**config.mk**
```make
export PLATFORM = sky130hd
export DESIGN_NAME = bma_host
export DESIGN_NICKNAME = d
export VERILOG_FILES = /design/src/bma_pkg.sv /design/src/bma_counter.sv /design/src/bma_host.sv
export VERILOG_INCLUDE_DIRS = /design/src
export SDC_FILE = /design/constraint.sdc
export NUM_CORES = 1
export LEC_CHECK = 0
export ABC_CLOCK_PERIOD_IN_PS = 3830
export BUFFER_PORTS_ARGS = -buffer_cell sky130_fd_sc_hd__buf_2
export CAP_MARGIN = 20
export CORE_AREA = 4 4 124 126
export CTS_CLUSTER_SIZE = 10
export DETAILED_ROUTE_END_ITERATION = 16
export DIE_AREA = 0 0 128 130
export PLACE_DENSITY = 0.79
export SYNTH_ARGS = -nofsm -noshare
export SYNTH_HDL_FRONTEND = slang
export SYNTH_SLANG_ARGS = --single-unit
export TNS_END_PERCENT = 5
```
**constraint.sdc**
```tcl
create_clock -name clock -period 3.83 [get_ports clock]
set_input_delay 0.5745 -clock clock [delete_from_list [all_inputs] [get_ports clock]]
set_output_delay 0.5745 -clock clock [all_outputs]
set_load 0.05 [all_outputs]
```
**src/bma_params.svh**
```systemverilog
// address map, field positions and counts for the bignum accelerator controller
`ifndef BMA_PARAMS_SVH
`define BMA_PARAMS_SVH
`define BMA_DW                32
`define BMA_IW                8
// ---------------------------------------------------------------------
// accelerator registers
// ---------------------------------------------------------------------
`define BMA_REG_MPRIME        32'h3FF0_2800
`define BMA_REG_EXP_MODE      32'h3FF0_2804
`define BMA_REG_EXP_LAUNCH    32'h3FF0_2808
`define BMA_REG_MUL_MODE      32'h3FF0_280C
`define BMA_REG_MUL_LAUNCH    32'h3FF0_2810
`define BMA_REG_DONE_FLAG     32'h3FF0_2814
`define BMA_REG_INIT_STAT     32'h3FF0_2818
// ---------------------------------------------------------------------
// operand memories, 128 words each
// ---------------------------------------------------------------------
`define BMA_MEM_M_BASE        32'h3FF0_2000
`define BMA_MEM_Z_BASE        32'h3FF0_2200
`define BMA_MEM_Y_BASE        32'h3FF0_2400
`define BMA_MEM_X_BASE        32'h3FF0_2600
`define BMA_MEM_WORDS         8'h80
// ---------------------------------------------------------------------
// fields and values
// ---------------------------------------------------------------------
`define BMA_DONE_BIT          0
`define BMA_INIT_BIT          0
`define BMA_LAUNCH_VAL        32'h0000_0001
`define BMA_CLEAR_VAL         32'h0000_0001
`define BMA_MUL_PLAIN_OFS     32'h0000_0008
`define BMA_MODULAR_MAX_CODE  32'h0000_0007
`define BMA_PLAIN_MAX_CODE    3'h3
`define BMA_DIGIT_SH          4
`define BMA_WORD_SH           2
`endif

```
**src/bma_pkg.sv**
```systemverilog
// types shared by the bignum accelerator controller
`include "bma_params.svh"
package bma_pkg;
    typedef enum logic [1:0] {OP_MODEXP, OP_MODMULT, OP_MULT} bma_op_e;
    typedef enum logic [1:0] {MEM_X, MEM_Y, MEM_M, MEM_Z} bma_mem_e;
    typedef enum logic [1:0] {SRC_X, SRC_Y, SRC_M, SRC_RBAR} bma_src_e;
    typedef enum logic [3:0] {
        ST_OFF, ST_CLK, ST_INIT_RD, ST_INIT_WT, ST_IDLE, ST_MODE, ST_LOAD, ST_MPRIME,
        ST_START, ST_WAIT, ST_POLL_WT, ST_RES_RD, ST_RES_WT, ST_CLR
    } bma_state_e;
    typedef struct packed {
        bma_op_e              op;
        logic [2:0]           len_code;
        logic [`BMA_DW-1:0]   m_prime;
        logic                 wait_irq;
    } bma_cmd_s;
    typedef struct packed {
        logic                 req;
        logic                 we;
        logic [`BMA_DW-1:0]   addr;
        logic [`BMA_DW-1:0]   wdata;
    } bma_bus_s;
    typedef struct packed {
        logic                 valid;
        bma_src_e             src;
        logic [`BMA_IW-1:0]   idx;
    } bma_fetch_s;
    typedef struct packed {
        logic                 valid;
        logic [`BMA_IW-1:0]   idx;
        logic [`BMA_DW-1:0]   data;
    } bma_res_s;
    typedef struct packed {
        logic                 valid;
        logic                 error;
    } bma_done_s;
    typedef struct packed {
        bma_mem_e             mem;
        bma_src_e             src;
        logic                 user_lo;
        logic                 user_hi;
    } bma_step_s;
    typedef struct packed {
        bma_state_e           st;
        bma_cmd_s             cmd;
        logic                 round2;
        logic [1:0]           phase;
        logic                 gap;
        bma_bus_s             bus;
        bma_res_s             res;
        bma_done_s            done;
    } bma_host_s;
endpackage

```
**src/bma_counter.sv**
```systemverilog
// digit index counter with clear and increment
module bma_counter #(
    parameter int W = 8
) (
    // clock and reset
    input  wire logic         clock,
    input  wire logic         rst_b,
    // control
    input  wire logic         clr,
    input  wire logic         inc,
    // value
    output logic [W-1:0]      val
);
    logic [W-1:0] val_reg;
    logic [W-1:0] val_next;

    always_comb
    begin
        val_next = val_reg;
        if (clr)
            val_next = '0;
        else if (inc)
            val_next = val_reg + W'(1);
    end

    always_ff @(posedge clock or negedge rst_b)
    begin
        if (!rst_b)
            val_reg <= '0;
        else
            val_reg <= val_next;
    end

    assign val = val_reg;
endmodule

```
**src/bma_host.sv**
```systemverilog
// controller that runs the bignum accelerator through its register and memory map
`include "bma_params.svh"
// Contract
// - Poll init status until one before any write to the accelerator.
// - Write r-bar and M-prime before launching any modular operation.
// - All operands of one modular calculation share one length.
// - M-prime is always one full 32-bit word.
// - Exponentiation: mode, load X Y M r-bar, M-prime, then launch one.
// - Writing one to the done flag clears it, after each completion.
// - Modular multiplication runs as two launched rounds, each completing.
// - Round one loads X M r-bar; round two loads Y into X.
// - Plain multiply: X gets high zero digits, Y low zeros into Z.
// - Plain multiply mode is 2N/512 minus one plus eight; result in Z.
module bma_host
    import bma_pkg::*;
(
    // clock and reset
    input  wire logic                 clock,
    input  wire logic                 rst_b,
    // user commands
    input  wire logic                 host_enable,
    input  wire logic                 cmd_valid,
    input  wire bma_cmd_s             cmd_in,
    output logic                      cmd_ready,
    output bma_done_s                 done_out,
    // operand fetch
    output bma_fetch_s                fetch_out,
    input  wire logic                 fetch_ready,
    input  wire logic [`BMA_DW-1:0]   fetch_data,
    // result words
    output bma_res_s                  res_out,
    // accelerator side
    output logic                      accel_clock_enable,
    output logic                      accel_power_down,
    output bma_bus_s                  dev_bus,
    input  wire logic [`BMA_DW-1:0]   dev_rdata,
    input  wire logic                 op_done_irq
);
    bma_host_s            q;
    bma_host_s            nx;
    bma_step_s            step;
    logic                 cnt_clr;
    logic                 cnt_inc;
    logic [`BMA_IW-1:0]   cnt_val;
    logic [`BMA_IW-1:0]   digits;
    logic [`BMA_IW-1:0]   words;
    logic                 lo_n;
    logic                 need_user;
    logic                 plain;
    logic                 last_phase;

    // ---------------------------------------------------------------------
    // helpers
    // ---------------------------------------------------------------------
    function automatic bma_bus_s wr(input logic [`BMA_DW-1:0] a, input logic [`BMA_DW-1:0] d);
        wr = '{req: 1'b1, we: 1'b1, addr: a, wdata: d};
    endfunction

    function automatic bma_bus_s rd(input logic [`BMA_DW-1:0] a);
        rd = '{req: 1'b1, we: 1'b0, addr: a, wdata: '0};
    endfunction

    function automatic logic [`BMA_DW-1:0] base_of(input bma_mem_e m);
        case (m)
            MEM_X:   base_of = `BMA_MEM_X_BASE;
            MEM_Y:   base_of = `BMA_MEM_Y_BASE;
            MEM_M:   base_of = `BMA_MEM_M_BASE;
            default: base_of = `BMA_MEM_Z_BASE;
        endcase
    endfunction

    // load order per operation and round
    function automatic bma_step_s step_of(input bma_op_e op, input logic r2,
                                          input logic [1:0] ph);
        step_of = '{mem: MEM_X, src: SRC_X, user_lo: 1'b1, user_hi: 1'b0};
        if (op == OP_MULT)
        begin
            if (ph != 2'd0)
                step_of = '{mem: MEM_Z, src: SRC_Y, user_lo: 1'b0, user_hi: 1'b1};
        end
        else if (op == OP_MODMULT && r2)
            step_of.src = SRC_Y;
        else
        begin
            case (ph)
                2'd0:    step_of.mem = MEM_X;
                2'd1:    step_of.mem = (op == OP_MODEXP) ? MEM_Y : MEM_M;
                2'd2:    step_of.mem = (op == OP_MODEXP) ? MEM_M : MEM_Z;
                default: step_of.mem = MEM_Z;
            endcase
            case (step_of.mem)
                MEM_Y:   step_of.src = SRC_Y;
                MEM_M:   step_of.src = SRC_M;
                MEM_Z:   step_of.src = SRC_RBAR;
                default: step_of.src = SRC_X;
            endcase
        end
    endfunction

    bma_counter #(
        .W (`BMA_IW)
    ) u_idx (
        .clock (clock),
        .rst_b (rst_b),
        .clr   (cnt_clr),
        .inc   (cnt_inc),
        .val   (cnt_val)
    );

    // ---------------------------------------------------------------------
    // sequencer
    // ---------------------------------------------------------------------
    always_comb
    begin
        nx = q;
        nx.bus = '0;
        nx.res.valid = 1'b0;
        nx.done = '0;
        cnt_clr = 1'b0;
        cnt_inc = 1'b0;
        plain = (q.cmd.op == OP_MULT);
        step = step_of(q.cmd.op, q.round2, q.phase);
        digits = ({5'h00, q.cmd.len_code} + 8'h01) << `BMA_DIGIT_SH;
        words = plain ? (digits << 1) : digits;
        lo_n = (cnt_val < digits);
        need_user = (q.st == ST_LOAD) && (lo_n ? step.user_lo : step.user_hi);
        case (q.cmd.op)
            OP_MODEXP:  last_phase = (q.phase == 2'd3);
            OP_MODMULT: last_phase = q.round2 || (q.phase == 2'd2);
            default:    last_phase = (q.phase == 2'd1);
        endcase
        case (q.st)
            ST_OFF:
                if (host_enable)
                    nx.st = ST_CLK;
            ST_CLK:
                nx.st = ST_INIT_RD;
            ST_INIT_RD:
            begin
                nx.bus = rd(`BMA_REG_INIT_STAT);
                nx.gap = 1'b0;
                nx.st = ST_INIT_WT;
            end
            ST_INIT_WT:
                if (!q.gap)
                    nx.gap = 1'b1;
                else
                    nx.st = dev_rdata[`BMA_INIT_BIT] ? ST_IDLE : ST_INIT_RD;
            ST_IDLE:
                if (cmd_valid)
                begin
                    nx.cmd = cmd_in;
                    nx.round2 = 1'b0;
                    nx.phase = 2'd0;
                    cnt_clr = 1'b1;
                    if (cmd_in.op == OP_MULT && cmd_in.len_code > `BMA_PLAIN_MAX_CODE)
                    begin
                        nx.done.valid = 1'b1;
                        nx.done.error = 1'b1;
                    end
                    else
                        nx.st = ST_MODE;
                end
            ST_MODE:
            begin
                if (q.cmd.op == OP_MODEXP)
                    nx.bus = wr(`BMA_REG_EXP_MODE, 32'(q.cmd.len_code));
                else if (plain)
                    nx.bus = wr(`BMA_REG_MUL_MODE,
                                32'({q.cmd.len_code, 1'b1}) + `BMA_MUL_PLAIN_OFS);
                else
                    nx.bus = wr(`BMA_REG_MUL_MODE, 32'(q.cmd.len_code));
                nx.st = ST_LOAD;
            end
            ST_LOAD:
                if (!need_user || fetch_ready)
                begin
                    nx.bus = wr(base_of(step.mem) + (32'(cnt_val) << `BMA_WORD_SH),
                                need_user ? fetch_data : '0);
                    if (cnt_val == words - 8'h01)
                    begin
                        cnt_clr = 1'b1;
                        nx.phase = q.phase + 2'd1;
                        if (last_phase)
                        begin
                            nx.phase = 2'd0;
                            nx.st = (plain || q.round2) ? ST_START : ST_MPRIME;
                        end
                    end
                    else
                        cnt_inc = 1'b1;
                end
            ST_MPRIME:
            begin
                nx.bus = wr(`BMA_REG_MPRIME, q.cmd.m_prime);
                nx.st = ST_START;
            end
            ST_START:
            begin
                nx.bus = wr((q.cmd.op == OP_MODEXP) ? `BMA_REG_EXP_LAUNCH : `BMA_REG_MUL_LAUNCH,
                            `BMA_LAUNCH_VAL);
                nx.st = ST_WAIT;
            end
            ST_WAIT:
                if (!q.cmd.wait_irq || op_done_irq)
                begin
                    nx.bus = rd(`BMA_REG_DONE_FLAG);
                    nx.gap = 1'b0;
                    nx.st = ST_POLL_WT;
                end
            ST_POLL_WT:
                if (!q.gap)
                    nx.gap = 1'b1;
                else if (!dev_rdata[`BMA_DONE_BIT])
                    nx.st = ST_WAIT;
                else if (q.cmd.op == OP_MODMULT && !q.round2)
                    nx.st = ST_CLR;
                else
                begin
                    cnt_clr = 1'b1;
                    nx.st = ST_RES_RD;
                end
            ST_RES_RD:
            begin
                nx.bus = rd(`BMA_MEM_Z_BASE + (32'(cnt_val) << `BMA_WORD_SH));
                nx.gap = 1'b0;
                nx.st = ST_RES_WT;
            end
            ST_RES_WT:
                if (!q.gap)
                    nx.gap = 1'b1;
                else
                begin
                    nx.res = '{valid: 1'b1, idx: cnt_val, data: dev_rdata};
                    if (cnt_val == words - 8'h01)
                    begin
                        cnt_clr = 1'b1;
                        nx.st = ST_CLR;
                    end
                    else
                    begin
                        cnt_inc = 1'b1;
                        nx.st = ST_RES_RD;
                    end
                end
            ST_CLR:
            begin
                nx.bus = wr(`BMA_REG_DONE_FLAG, `BMA_CLEAR_VAL);
                if (q.cmd.op == OP_MODMULT && !q.round2)
                begin
                    nx.round2 = 1'b1;
                    nx.st = ST_LOAD;
                end
                else
                begin
                    nx.done.valid = 1'b1;
                    nx.st = ST_IDLE;
                end
            end
            default:
                nx.st = ST_OFF;
        endcase
    end

    always_ff @(posedge clock or negedge rst_b)
    begin
        if (!rst_b)
            q <= '0;
        else
            q <= nx;
    end

    assign cmd_ready          = (q.st == ST_IDLE);
    assign done_out           = q.done;
    assign res_out            = q.res;
    assign dev_bus            = q.bus;
    assign accel_clock_enable = (q.st != ST_OFF);
    assign accel_power_down   = (q.st == ST_OFF) || (q.st == ST_CLK);
    assign fetch_out.valid    = need_user;
    assign fetch_out.src      = step.src;
    assign fetch_out.idx      = lo_n ? cnt_val : cnt_val - digits;

    // read data stands only in the cycle after the request
    logic rd_init_d1, rd_flag_d1, init_ok, mp_ok;
    logic dev_wr;
    assign dev_wr = dev_bus.req && dev_bus.we;

    always_ff @(posedge clock or negedge rst_b)
    begin
        if (!rst_b)
        begin
            rd_init_d1 <= 1'b0;
            rd_flag_d1 <= 1'b0;
            init_ok    <= 1'b0;
            mp_ok      <= 1'b0;
        end
        else
        begin
            rd_init_d1 <= dev_bus.req && !dev_bus.we && dev_bus.addr == `BMA_REG_INIT_STAT;
            rd_flag_d1 <= dev_bus.req && !dev_bus.we && dev_bus.addr == `BMA_REG_DONE_FLAG;
            init_ok    <= !accel_power_down && (init_ok || (rd_init_d1 && dev_rdata[`BMA_INIT_BIT]));
            mp_ok      <= !accel_power_down && (mp_ok || (dev_wr && dev_bus.addr == `BMA_REG_MPRIME));
        end
    end
endmodule

```
# Word level (Yosys, flattened, before mapping)
# Index checks and enable logic that the tools add are counted.
[word_totals] elab_cells=163 reg_bits=163 output_inout_bits=123
[op_classes] n_addsub=8 mux=69 reduce_logical=30 magnitude_cmp=2 n_eq_ne=36
[op_table] op="$pmux W66 S8" n=1
[op_table] op="$mux W32" n=3
[op_table] op="$mux W41" n=2
[op_table] op="$mux W67" n=1
[op_table] op="$mux W66" n=1
[op_table] op="$pmux W4 S14" n=1
[op_table] op="$mux W4" n=12
[op_table] op="$mux W45" n=1
[op_table] op="$mux W36" n=1
[op_table] op="$pmux W11 S3" n=1
[op_table] op="$add A32 B10 Y32" n=1
[op_table] op="$mux W8" n=4
[op_table] op="$add A30 B10 Y31 const A" n=1
[op_table] op="$eq A4 B4 Y1 const B" n=6
[op_table] op="$mux W2" n=12
[op_table] op="$ne A2 B2 Y1 const B" n=9
[op_table] op="$eq A4 B3 Y1 const B" n=4
[op_table] op="$eq A2 B2 Y1 const B" n=7
[op_table] op="$mux W1" n=14
[op_table] op="$pmux W2 S3" n=2
[op_table] op="$mux W5" n=2
[op_table] op="$reduce_and A10 Y1" n=1
[op_table] op="$mux W3" n=3
[op_table] op="$add A8 B1 Y8 const B" n=1
[op_table] op="other kinds (30)" n=54

# Logic depth before layout (Yosys ltp)
# Gate-level depths: netlist (run 1).
[logic_depth] ltp_word=16 ltp_mapped=12

# Hierarchy
# From an unflattened synthesis (run 1), not the netlist that was laid out.
[unflattened] hier_cells=728 hier_area_um2=7282.0
[modules_own_cells] mod="bma_host" n_inst=1 seq_area_each_um2=3328.2 cells_per_inst=691 area_each_um2=6885.4
[modules_own_cells] mod="bma_counter" n_inst=1 seq_area_each_um2=200.2 cells_per_inst=37 area_each_um2=396.6

# Worst setup path after synthesis (run 1)
# Ideal clock, no wire load.
[synth_timing] path_type="register -> output" from="register q[147] in the netlist's numbering" to="output port fetch_out[4] in the netlist's numbering" stages_incl_launch_ff=7 arrival_ns=2.628 path_buffers=0 path_slack_ns=0.627 path_cell_list="dfrtp_1 > ha_1 > inv_1 > fa_1 > a21o_1 > a21oi_2 > mux2i_1"
[synth_rtl] element="from (decl)" line_no="bma_host.sv:39" source="bma_host_s q;"
[synth_rtl] element="from (signal assigned)" line_no="bma_host.sv:270" source="q <= nx;"
[synth_rtl] element="to (decl)" line_no="bma_host.sv:27" source="output bma_fetch_s fetch_out,"

==> results of run 1 <==
==> synth_stat cells (6+ instances only) <==
library cell	instances
o21ai_0	22
a21oi_1	27
nor2_1	35
dfrtp_1	141
xnor2_1	6
nand3_1	10
clkbuf_1	20
buf_4	115
ha_1	14
nand2_1	32
mux2_2	77
nor2b_1	7
o31ai_1	7
a22o_1	28
nor3_1	11
buf_1	8
inv_1	18
==> worst max path at each step <==
stage | from | to | cells after the start
4_1_cts | q[146]$_DFFE_PN0P_ | fetch_out[5] | 8
3_5_place_dp | q[146]$_DFFE_PN0P_ | u_idx.val[6]$_DFFE_PN0P_ | 10
5_1_grt | q[146]$_DFFE_PN0P_ | fetch_out[5] | 8
3_3_place_gp | q[146]$_DFFE_PN0P_ | u_idx.val[6]$_DFFE_PN0P_ | 10
6_report | q[146]$_DFFE_PN0P_ | fetch_out[5] | 8
2_1_floorplan | q[147]$_DFFE_PN0P_ | fetch_out[4] | 6
==> cell families after synthesis <==
kind of cell             after synthesis
buffers and inverters                164
AND/OR/NAND/NOR                      121
XOR/XNOR                               9
other                                  1
adder cells (fa/ha/maj)               15
flip-flops                           141
multiplexers                          82
AO/OA/AOI/OAI                        130
==> per-layer routing <==
layer | GRT usage (%) | share of wire (%) | vias up
met4 | 9.86 | 3.4 | 0
li1 | - | - | 2428
met1 | 24.4 | 40 | 2501
met3 | 4.18 | 6.3 | 40
met5 | 0 | 0 | -
met2 | 31.3 | 50 | 201
==> through the flow <==
step / instance area [sq um] / utilization (%) / std cells / total power, mW / setup WS [ns]
finish: 8400 / 58.7 / 972 / 8.20 / 0.233
detailed placement: 7780 / 54.4 / 939 / 6.54 / 0.526
global route: 8400 / 58.7 / 972 / 8.66 / 0.0483
CTS: 8400 / 58.7 / 971 / 8.25 / 0.206
global placement: 7780 / 54.4 / 939 / 6.45 / 0.601
floorplan: 7360 / - / 673 / 6.13 / 0.627
==> area by class of cell <==
class	count	area (sq um)
Multi-Input combinational cell	368	2790
Antenna cell	1	2.50
Tap cell	184	230
Clock buffer	22	474
Inverter	18	67.6
Sequential cell	141	3530
Timing Repair Buffer	228	1170
Clock inverter	10	138
Fill cell	1255	5920
==> power breakdown <==
part	switching, mW	leakage, nW	total [mW]	internal (mW)
registers	0.461	1.79	2.51	2.05
clock network	0.598	0.296	1.67	1.07
logic	2.77	2.17	4.01	1.25
total	3.83	4.26	8.20	4.37
==> placed cells by master (no fill, tap or decap), types with 6 or more instances in the layout <==
master | netlist | final
nor3_1 | 11 | 10
xnor2_1 | 6 | 6
mux2_2 | 77 | 77
nand2_1 | 32 | 30
conb_1 | 1 | 11
dfrtp_1 | 141 | 141
buf_4 | 115 | 9
ha_1 | 14 | 14
o21ai_0 | 22 | 22
clkbuf_16 | 0 | 17
inv_1 | 18 | 18
a22o_1 | 28 | 28
nor2b_1 | 7 | 7
a21oi_1 | 27 | 27
nor2_1 | 35 | 34
buf_2 | 2 | 218
o31ai_1 | 7 | 7
nand3_1 | 10 | 10
==> worst max-delay path, cell delays in order (launching register included) <==
cell and delay (ns):
dfrtp_1 0.49, ha_1 0.40, inv_1 0.12, fa_1 0.44
a21o_1 0.18, a21oi_2 0.24, buf_4 0.20, mux2_2 0.33
buf_2 0.21
==> results.md, run 1 <==
* Worst-path clk slew at 0.06 ns
* Setup_tns at 0 ns
* Simple-gate area share of the yosys netlist at 8.03%
* Row count at 44
* DR WL/cell at 16.8 um
* Post-synthesis compound-gate area fraction at 12.9%
* Post-synthesis sequential area ratio at 48.2%
* DR vias at 5170
* CTS Buf Count at 17
* Largest family of logic cells by synthesized area: buffers and inverters
* Synth Warn # at 0
* Final hold violation count at 0
* Startpoint types: register
* Clock skew at 0.0102 ns
* Area of the mapped netlist at 7320 sq um
* Pre-Repair DR Iteration Count at 5
* IO Count at 231
* Final antenna-violating net count at 0
* Flops & latches, synth at 141
* Pwr Density at 976 nW/um^2
* Synth Area in Adders at 2.67%
* Achievable frequency at 278 MHz
* Worst slew margin at 41.3%
* DRC at 0
* Initial DRC count at 485
* Worst R2R Start: q[146]$_DFFE_PN0P_
* Clock buffer depth at 2
* Die H at 130 um
* GRT overflow at 0
* Netlist cell types at 60
* Vias per inst at 5.32
* Area grow syn2layout at 14.7%
* Max-capacitance violation count at 0
* Synth area leader: dfrtp_1
* Vias in the first global route at 4926
* RSZ-0062 raised after global routing: no
* Core ar. at 14300 sq um
* Ys flop type: dfrtp_1
* GRT Util Overall at 19.2%
* Post-CTS sizing at 0
* Clock latency on the worst-skew pair at 0.42 ns
* Arrival @ worst endpoint at 3.02 ns
* Root buffer cell: clkbuf_16
* CP endpoint kind: output port
* H-Tree Depth at 4
* Top post-synthesis cells by area: dfrtp_1, mux2_2, buf_4
* Postcts setup bufs at 0
* Initial antenna violation count at 1
* Leak at 4.26 nW
* CTS tree: yes
* Post-Syn Instances at 663
* Nets at 897
* HP Class: input port to asynchronous set/reset pin
* Worst Max-Slew Pin Slew at 0.880 ns
* Die ar. at 16600 sq um
* Hold Buf Count CTS at 0
* Layout cells sized above 1 at 44.7%
* R2R Path End: u_idx.val[6]$_DFFE_PN0P_
* Final Cycle Share at 93.9%
* CP required at 3.26 ns
* Post-Synth XOR/XNOR Area at 1.18%
* Outcome: complete, no violations
* IO Port Bufs at 219
* Pin count of the biggest net entering global routing at 98
* Number of flops mapped to enable cells by yosys at 0
* Slew Viols, Final at 0
* CP Max Fanout at 11
* Top-area cell type share of the netlist area at 48.2%
* Syn avg cell area at 11.0 sq um
* Final WL at 16400 um
* Endpoints failing setup at 0
* Routability cong. at 0.924
* DIE WIDTH at 128 um
* Tmin final at 3.60 ns
* Setup slack, reg-to-reg at 0.48 ns
* Ys async rst share at 100%
* CTS sink cnt at 141
* Hold WS at 0.206 ns
* Initial Util at 51.2%
* Top reg by flops: q
* Post-synthesis mux area share at 12.5%
* Worst vdd ir at 0.595 mV
* Max FFs per register at 46
* DPL Wire Length at 11900 um
* CP Class: register to output port
* R2R depth at 10
* First-pass GRT wire length at 25200 um
Power figures use the tool's default switching activity.
==> run 2, diff against run 1 <==
Settings changed: ABC_AREA set to 1, CAP_MARGIN 20 to 25.
==> run 2 against run 1 <==
  * Clock-buffer cell count is 1 higher
  * Worst hold slack worse by 0.021 ns
  * Power is 14% lower
  * Clock skew is 0.0025 ns lower
  * Cell area is 0.57% lower
  * Sequential share of layout area is 0.24 points higher
  * Setup slack better by 0.28 ns
  * Highest routed layer is now met5
==> results.md, run 2 <==
* Worst R2R Start: q[147]$_DFFE_PN0P_
* Post-CTS sizing at 0
* Clock buffer depth at 2
* Achievable frequency at 302 MHz
* DR vias at 5829
* Fin cells at 1173
* IO Port Bufs at 219
* CTS Buf Count at 17
* Initial Util at 50.7%
* DPL Wire Length at 12900 um
* Initial antenna violation count at 1
* DR WL/cell at 14.8 um
* IO Count at 231
* HP Class: input port to asynchronous set/reset pin
* Pwr Density at 846 nW/um^2
* CP Class: register to output port
* Worst-path clk slew at 0.06 ns
* Worst vdd ir at 0.452 mV
* RSZ-0062 raised after global routing: no
* Crit path max-delay cell type: fa_1
* CP required at 3.26 ns
* Post-Syn Instances at 858
* CTS sink cnt at 141
* Top post-synthesis cells by area: dfrtp_1, nand2_1, buf_4
* Pin count of the biggest net entering global routing at 79
* Arrival @ worst endpoint at 2.74 ns
* Logic pwr share at 44.8%
* Slew Viols, Final at 0
* Commonest cells post-synth: nand2_1, dfrtp_1, buf_4
* Die ar. at 16600 sq um
* Pint at 3.79 mW
* Worst slew margin at 50.8%
* Row count at 44
* CTS tree: yes
* Flops & latches, synth at 141
* DIE WIDTH at 128 um
* Critical-path cell list: ha_1 > inv_1 > fa_1 > nand3_1 > nand2_1 > xnor2_1 > nor2_1 > buf_2
* Core ar. at 14300 sq um
* Final Cycle Share at 86.5%
* Reg power frac at 31.5%
* Nets at 1100
* Vias per inst at 4.97
* Commonest non-fill, non-tap cell in the layout: nand2_1
* Clock power share at 23.8%
* Fin util at 58.3%
* Top-area cell type share of the netlist area at 48.6%
* Area grow syn2layout at 15.1%
* Area of the mapped netlist at 7250 sq um
* H-Tree Depth at 4
* Leak at 4.59 nW
* First-pass GRT wire length at 27600 um
* Final WL at 17400 um
* CP endpoint kind: output port
* Ys flop type: dfrtp_1
* Setup slack, reg-to-reg at 0.89 ns
* Hold Buf Count CTS at 0
* Worst Max-Slew Pin Slew at 0.738 ns
* Outcome: complete, no violations
* Pre-Repair DR Iteration Count at 4
* Number of flops mapped to enable cells by yosys at 0
* Routability cong. at 0.909
* Max FFs per register at 46
* Max-capacitance violation count at 0
* Synth Warn # at 0
* Post-synthesis sequential area ratio at 48.6%
* GRT Util Overall at 20.9%
* Crit-path leading delay family: adder cells
* Initial DRC count at 339
* Placed cell count at 1142
* Worst path bufs/invs at 2
* Netlist cell types at 39
* Clock skew at 0.00769 ns
* Layout cells sized above 1 at 27.9%
* Setup_tns at 0 ns
* Postcts setup bufs at 0
* Final antenna-violating net count at 0
* Clock latency on the worst-skew pair at 0.40 ns
* Antenna diode count at 0
* Startpoint types: register
* Final hold violation count at 0
* Leading cell types in the layout, fill and taps excluded: nand2_1, buf_2, dfrtp_1
* R2R depth at 10
* Synth area leader: dfrtp_1
* GRT overflow at 0
* Die H at 130 um
* Crit-path max cell delay at 0.44 ns
* R2R Path End: q[110]$_DFFE_PN0P_
* DRC at 0
* Sw frac at 46.3%
* P_sw at 3.27 mW
* Root buffer cell: clkbuf_16
* Vias in the first global route at 5519
* Most instantiated library cell after synthesis: nand2_1
* CP Max Fanout at 10
* Tmin final at 3.31 ns
* Endpoints failing setup at 0
* Syn avg cell area at 8.46 sq um
* Ys async rst share at 100%
* Top reg by flops: q
run 2: changes by cell type in the layout (fill, tap and decap cells not counted), moves of 7 or more:
cell     delta
nand3_1    +18
a21oi_1    -14
inv_1      +36
nor2_1     +10
nand4_1    +13
nand2_1   +266
nor2b_1     -7
mux2_2     -77
o21ai_0    +10
o31ai_1     -7
run 2: how the worst max path moves through the flow:
stage | start | endpoint | slack (ns) | cells past startpoint
after detailed placement | q[147]$_DFFE_PN0P_ | fetch_out[10] | 0.93 | 8
final | q[147]$_DFFE_PN0P_ | fetch_out[10] | 0.52 | 8
after CTS | q[147]$_DFFE_PN0P_ | fetch_out[10] | 0.49 | 8
after global placement | q[146]$_DFFE_PN0P_ | fetch_out[10] | 1.06 | 8
after global routing | q[147]$_DFFE_PN0P_ | fetch_out[10] | 0.34 | 8
after floorplan | q[146]$_DFFE_PN0P_ | fetch_out[5] | 0.67 | 6
run 2: final cells by class:
class                      instances  area [sq um]
fill                            1307          5960
sequential                       141          3530
multi-input combinational        530          2590
timing repair buffer             227          1160
clock buffer                      23           478
tap                              184           230
inverter                          60           225
clock inverter                     8           131
run 2: kinds of logic after synthesis:
kind of cell	Yosys count	share of synthesized area [%]
AO/OA/AOI/OAI	89	8.35
buffers and inverters	197	16.3
other	1	0.0517
flip-flops	141	48.6
XOR/XNOR	7	0.845
adder cells (fa/ha/maj)	15	2.69
AND/OR/NAND/NOR	408	23.1
run 2: power groups by stage:
stage	registers [mW]	clock network (mW)	logic (mW)
floorplan	2.17	0	2.79
global placement	2.22	0	3.11
detailed placement	2.24	0	3.16
CTS	2.22	1.71	3.18
global route	2.28	1.78	3.46
finish	2.22	1.68	3.16
run 2: through the flow:
| step | power (mW) | hold slack, ns | instance area (sq um) | worst slack (ns) |
|---|---|---|---|---|
| floorplan | 4.96 | 0.279 | 7290 | 0.668 |
| global placement | 5.34 | 0.449 | 7740 | 1.06 |
| detailed placement | 5.40 | 0.456 | 7740 | 0.927 |
| CTS | 7.10 | 0.222 | 8350 | 0.491 |
| global route | 7.52 | 0.248 | 8350 | 0.343 |
| finish | 7.06 | 0.184 | 8350 | 0.515 |
run 2: routing by layer:
| layer | GRT usage [%] | share of wire, % | wire (um) | vias up |
|---|---|---|---|---|
| met2 | 33.8 | 48 | 8280 | 229 |
| met3 | 5.85 | 7.9 | 1380 | 36 |
| met4 | 7.18 | 2.5 | 429 | 2 |
| met5 | 0 | 0.075 | 13 | - |
| met1 | 27.4 | 42 | 7300 | 2714 |
| li1 | - | - | - | 2848 |
run 2: worst register-to-register path, stage by stage, from the launching register on:
cell and delay (ns):
dfrtp_1 0.42, ha_1 0.35, inv_1 0.10, fa_1 0.44, nand3_1 0.09, nand2_1 0.21
xnor2_1 0.41, o21ai_1 0.26, o21ai_1 0.35, nand3_1 0.13, o21ai_0 0.10
==> run 3, diff against run 2 <==
Settings changed: CELL_PAD_IN_SITES_DETAIL_PLACEMENT set to 1, CELL_PAD_IN_SITES_GLOBAL_PLACEMENT set to 2, CORE_AREA 4 4 124 126 to 4 4 164 166, DIE_AREA 0 0 128 130 to 0 0 168 170, PLACE_DENSITY 0.79 to 0.78.
==> run 3 against run 2 <==
  * Sequential power hardly changed
  * Maximum frequency is 3.4% lower
  * Power hardly changed
  * Critical endpoint unchanged
  * Highest routed layer is now met4
==> results.md, run 3 (synthesis gave the netlist of run 2 again) <==
* Outcome: complete, no violations
* GRT Util Overall at 15.5%
* Pin count of the biggest net entering global routing at 70
* Filler cell count in the final layout at 3104
* Final antenna-violating net count at 0
* Nets at 1101
* Final Cycle Share at 89.6%
* Commonest non-fill, non-tap cell in the layout: nand2_1
* Cell mode on critical path: inv_1
* GRT overflow at 0
* Endpoints failing setup at 0
* Top reg by flops: q
* Crit-path leading delay family: adder cells
* DRC at 0
* Setup_tns at 0 ns
* Initial Util at 28.3%
* Clock buffer depth at 2
* Root buffer cell: clkbuf_16
* Tmin final at 3.43 ns
* Worst path bufs/invs at 3
* IO Port Bufs at 219
* CP Class: register to output port
* Startpoint types: register
* RSZ-0062 raised after global routing: no
* Leak at 4.59 nW
* Crit path max-delay cell type: xnor2_1
* Max FFs per register at 46
* Initial antenna violation count at 2
* Vias in the first global route at 6276
* Layout cells sized above 1 at 28.4%
* Die H at 170 um
* Worst slack at placement at 0.820 ns
* Clock latency on the worst-skew pair at 0.42 ns
* DIE WIDTH at 168 um
* Reg power frac at 31.6%
* DR vias at 5900
* Fin cells at 1328
* Hold Buf Count CTS at 0
* Area grow syn2layout at 17.5%
* DPL Wire Length at 16600 um
* Critical path depth at 9
* Pint at 3.58 mW
* H-Tree Depth at 4
* Sw frac at 49.4%
* Final setup margin at 0.399 ns
* Leading cell types in the layout, fill and taps excluded: nand2_1, buf_2, dfrtp_1
* Total power at 7.07 mW
* Pre-Repair DR Iteration Count at 4
* Critical-path cell list: inv_1 > ha_1 > inv_1 > fa_1 > nand3_1 > nand2_1 > xnor2_1 > nor2_1 > buf_2
* HP Class: input port to asynchronous set/reset pin
* Worst slew margin at 51.2%
* First-pass GRT wire length at 35300 um
* CTS Buf Count at 17
* Core ar. at 25600 sq um
* CP Max Fanout at 10
* Post-CTS sizing at 0
* Worst vdd ir at 0.331 mV
* Worst Max-Slew Pin Slew at 0.731 ns
* Logic pwr share at 45.5%
* CP endpoint kind: output port
* Postcts setup bufs at 0
* Worst-path clk slew at 0.07 ns
* Routability cong. at 0.842
* Pwr Density at 829 nW/um^2
* Clock skew at 0.0139 ns
* Max-capacitance violation count at 0
* CTS sink cnt at 141
* Initial DRC count at 309
* Arrival @ worst endpoint at 2.86 ns
* Final WL at 22300 um
* Clock power share at 23.0%
* R2R depth at 12
* Placed cell count at 1294
* Slew Viols, Final at 0
* Row count at 59
* IO Count at 231
* Crit-path max cell delay at 0.45 ns
* Die ar. at 28600 sq um
* DR WL/cell at 16.8 um
* CTS tree: yes
* P_sw at 3.49 mW
* Achievable frequency at 291 MHz
* Final hold violation count at 0
* CP required at 3.26 ns
* Vias per inst at 4.44
==> run 3: cell count changes in the layout (fill, tap and decap cells not counted), sizes merged <==
cell and change:
buf +1, bufinv -3, clkbuf -6, clkinv +4
clkinvlp -2, diode +2, inv +8
==> run 3: area by class of cell <==
class	instances	area, sq um	area share, %
antenna	2	5.00	0.0587
clock buffer	17	425	4.99
clock inverter	15	145	1.70
inverter	60	225	2.64
multi-input combinational	530	2590	30.4
sequential	141	3530	41.4
tap	335	419	4.92
timing repair buffer	228	1180	13.9
==> run 3: metal layers <==
layer	share of wire [%]	track usage (%)	vias to the layer above
met2	48	26.0	185
met3	5.5	3.34	26
met1	44	20.3	2828
li1	-	-	2861
met5	0	0	-
met4	2.1	4.59	0
==> run 3: path summary, 6_finish.rpt <==
| path | startpoint | to | slack (ns) |
|---|---|---|---|
| worst min-delay path | rst_b | res_out[14]$_DFFE_PN0P_ | 0.17 |
| worst max-delay path | u_idx.val[4]$_DFFE_PN0P_ | fetch_out[10] | 0.40 |
| min in group clock | cmd_in[8] | q[121]$_DFFE_PN0P_ | 0.35 |
| worst min register to register | res_out[1]$_DFFE_PN0P_ | res_out[1]$_DFFE_PN0P_ | 0.47 |
| worst max register to register | u_idx.val[4]$_DFFE_PN0P_ | u_idx.val[2]$_DFFE_PN0P_ | 0.89 |
| max in group asynchronous | rst_b | q[148]$_DFFE_PN0P_ | 2.87 |
==> run 3: per-stage QoR <==
step                      hold WS [ns]  cell area [sq um]  utilization (%)
after floorplan                  0.279               7290                -
after global placement           0.449               7950             31.0
after detailed placement         0.456               7950             31.0
after CTS                        0.191               8520             33.3
after global routing             0.213               8530             33.3
final                            0.168               8530             33.3
==> run 3: power by group through the flow <==
| stage | Sequential, mW | Combinational [mW] | Clock, mW |
|---|---|---|---|
| final | 2.23 | 3.21 | 1.62 |
| after global routing | 2.31 | 3.55 | 1.75 |
| after floorplan | 2.17 | 2.79 | 0 |
| after detailed placement | 2.26 | 3.26 | 0 |
| after CTS | 2.24 | 3.27 | 1.68 |
| after global placement | 2.25 | 3.21 | 0 |
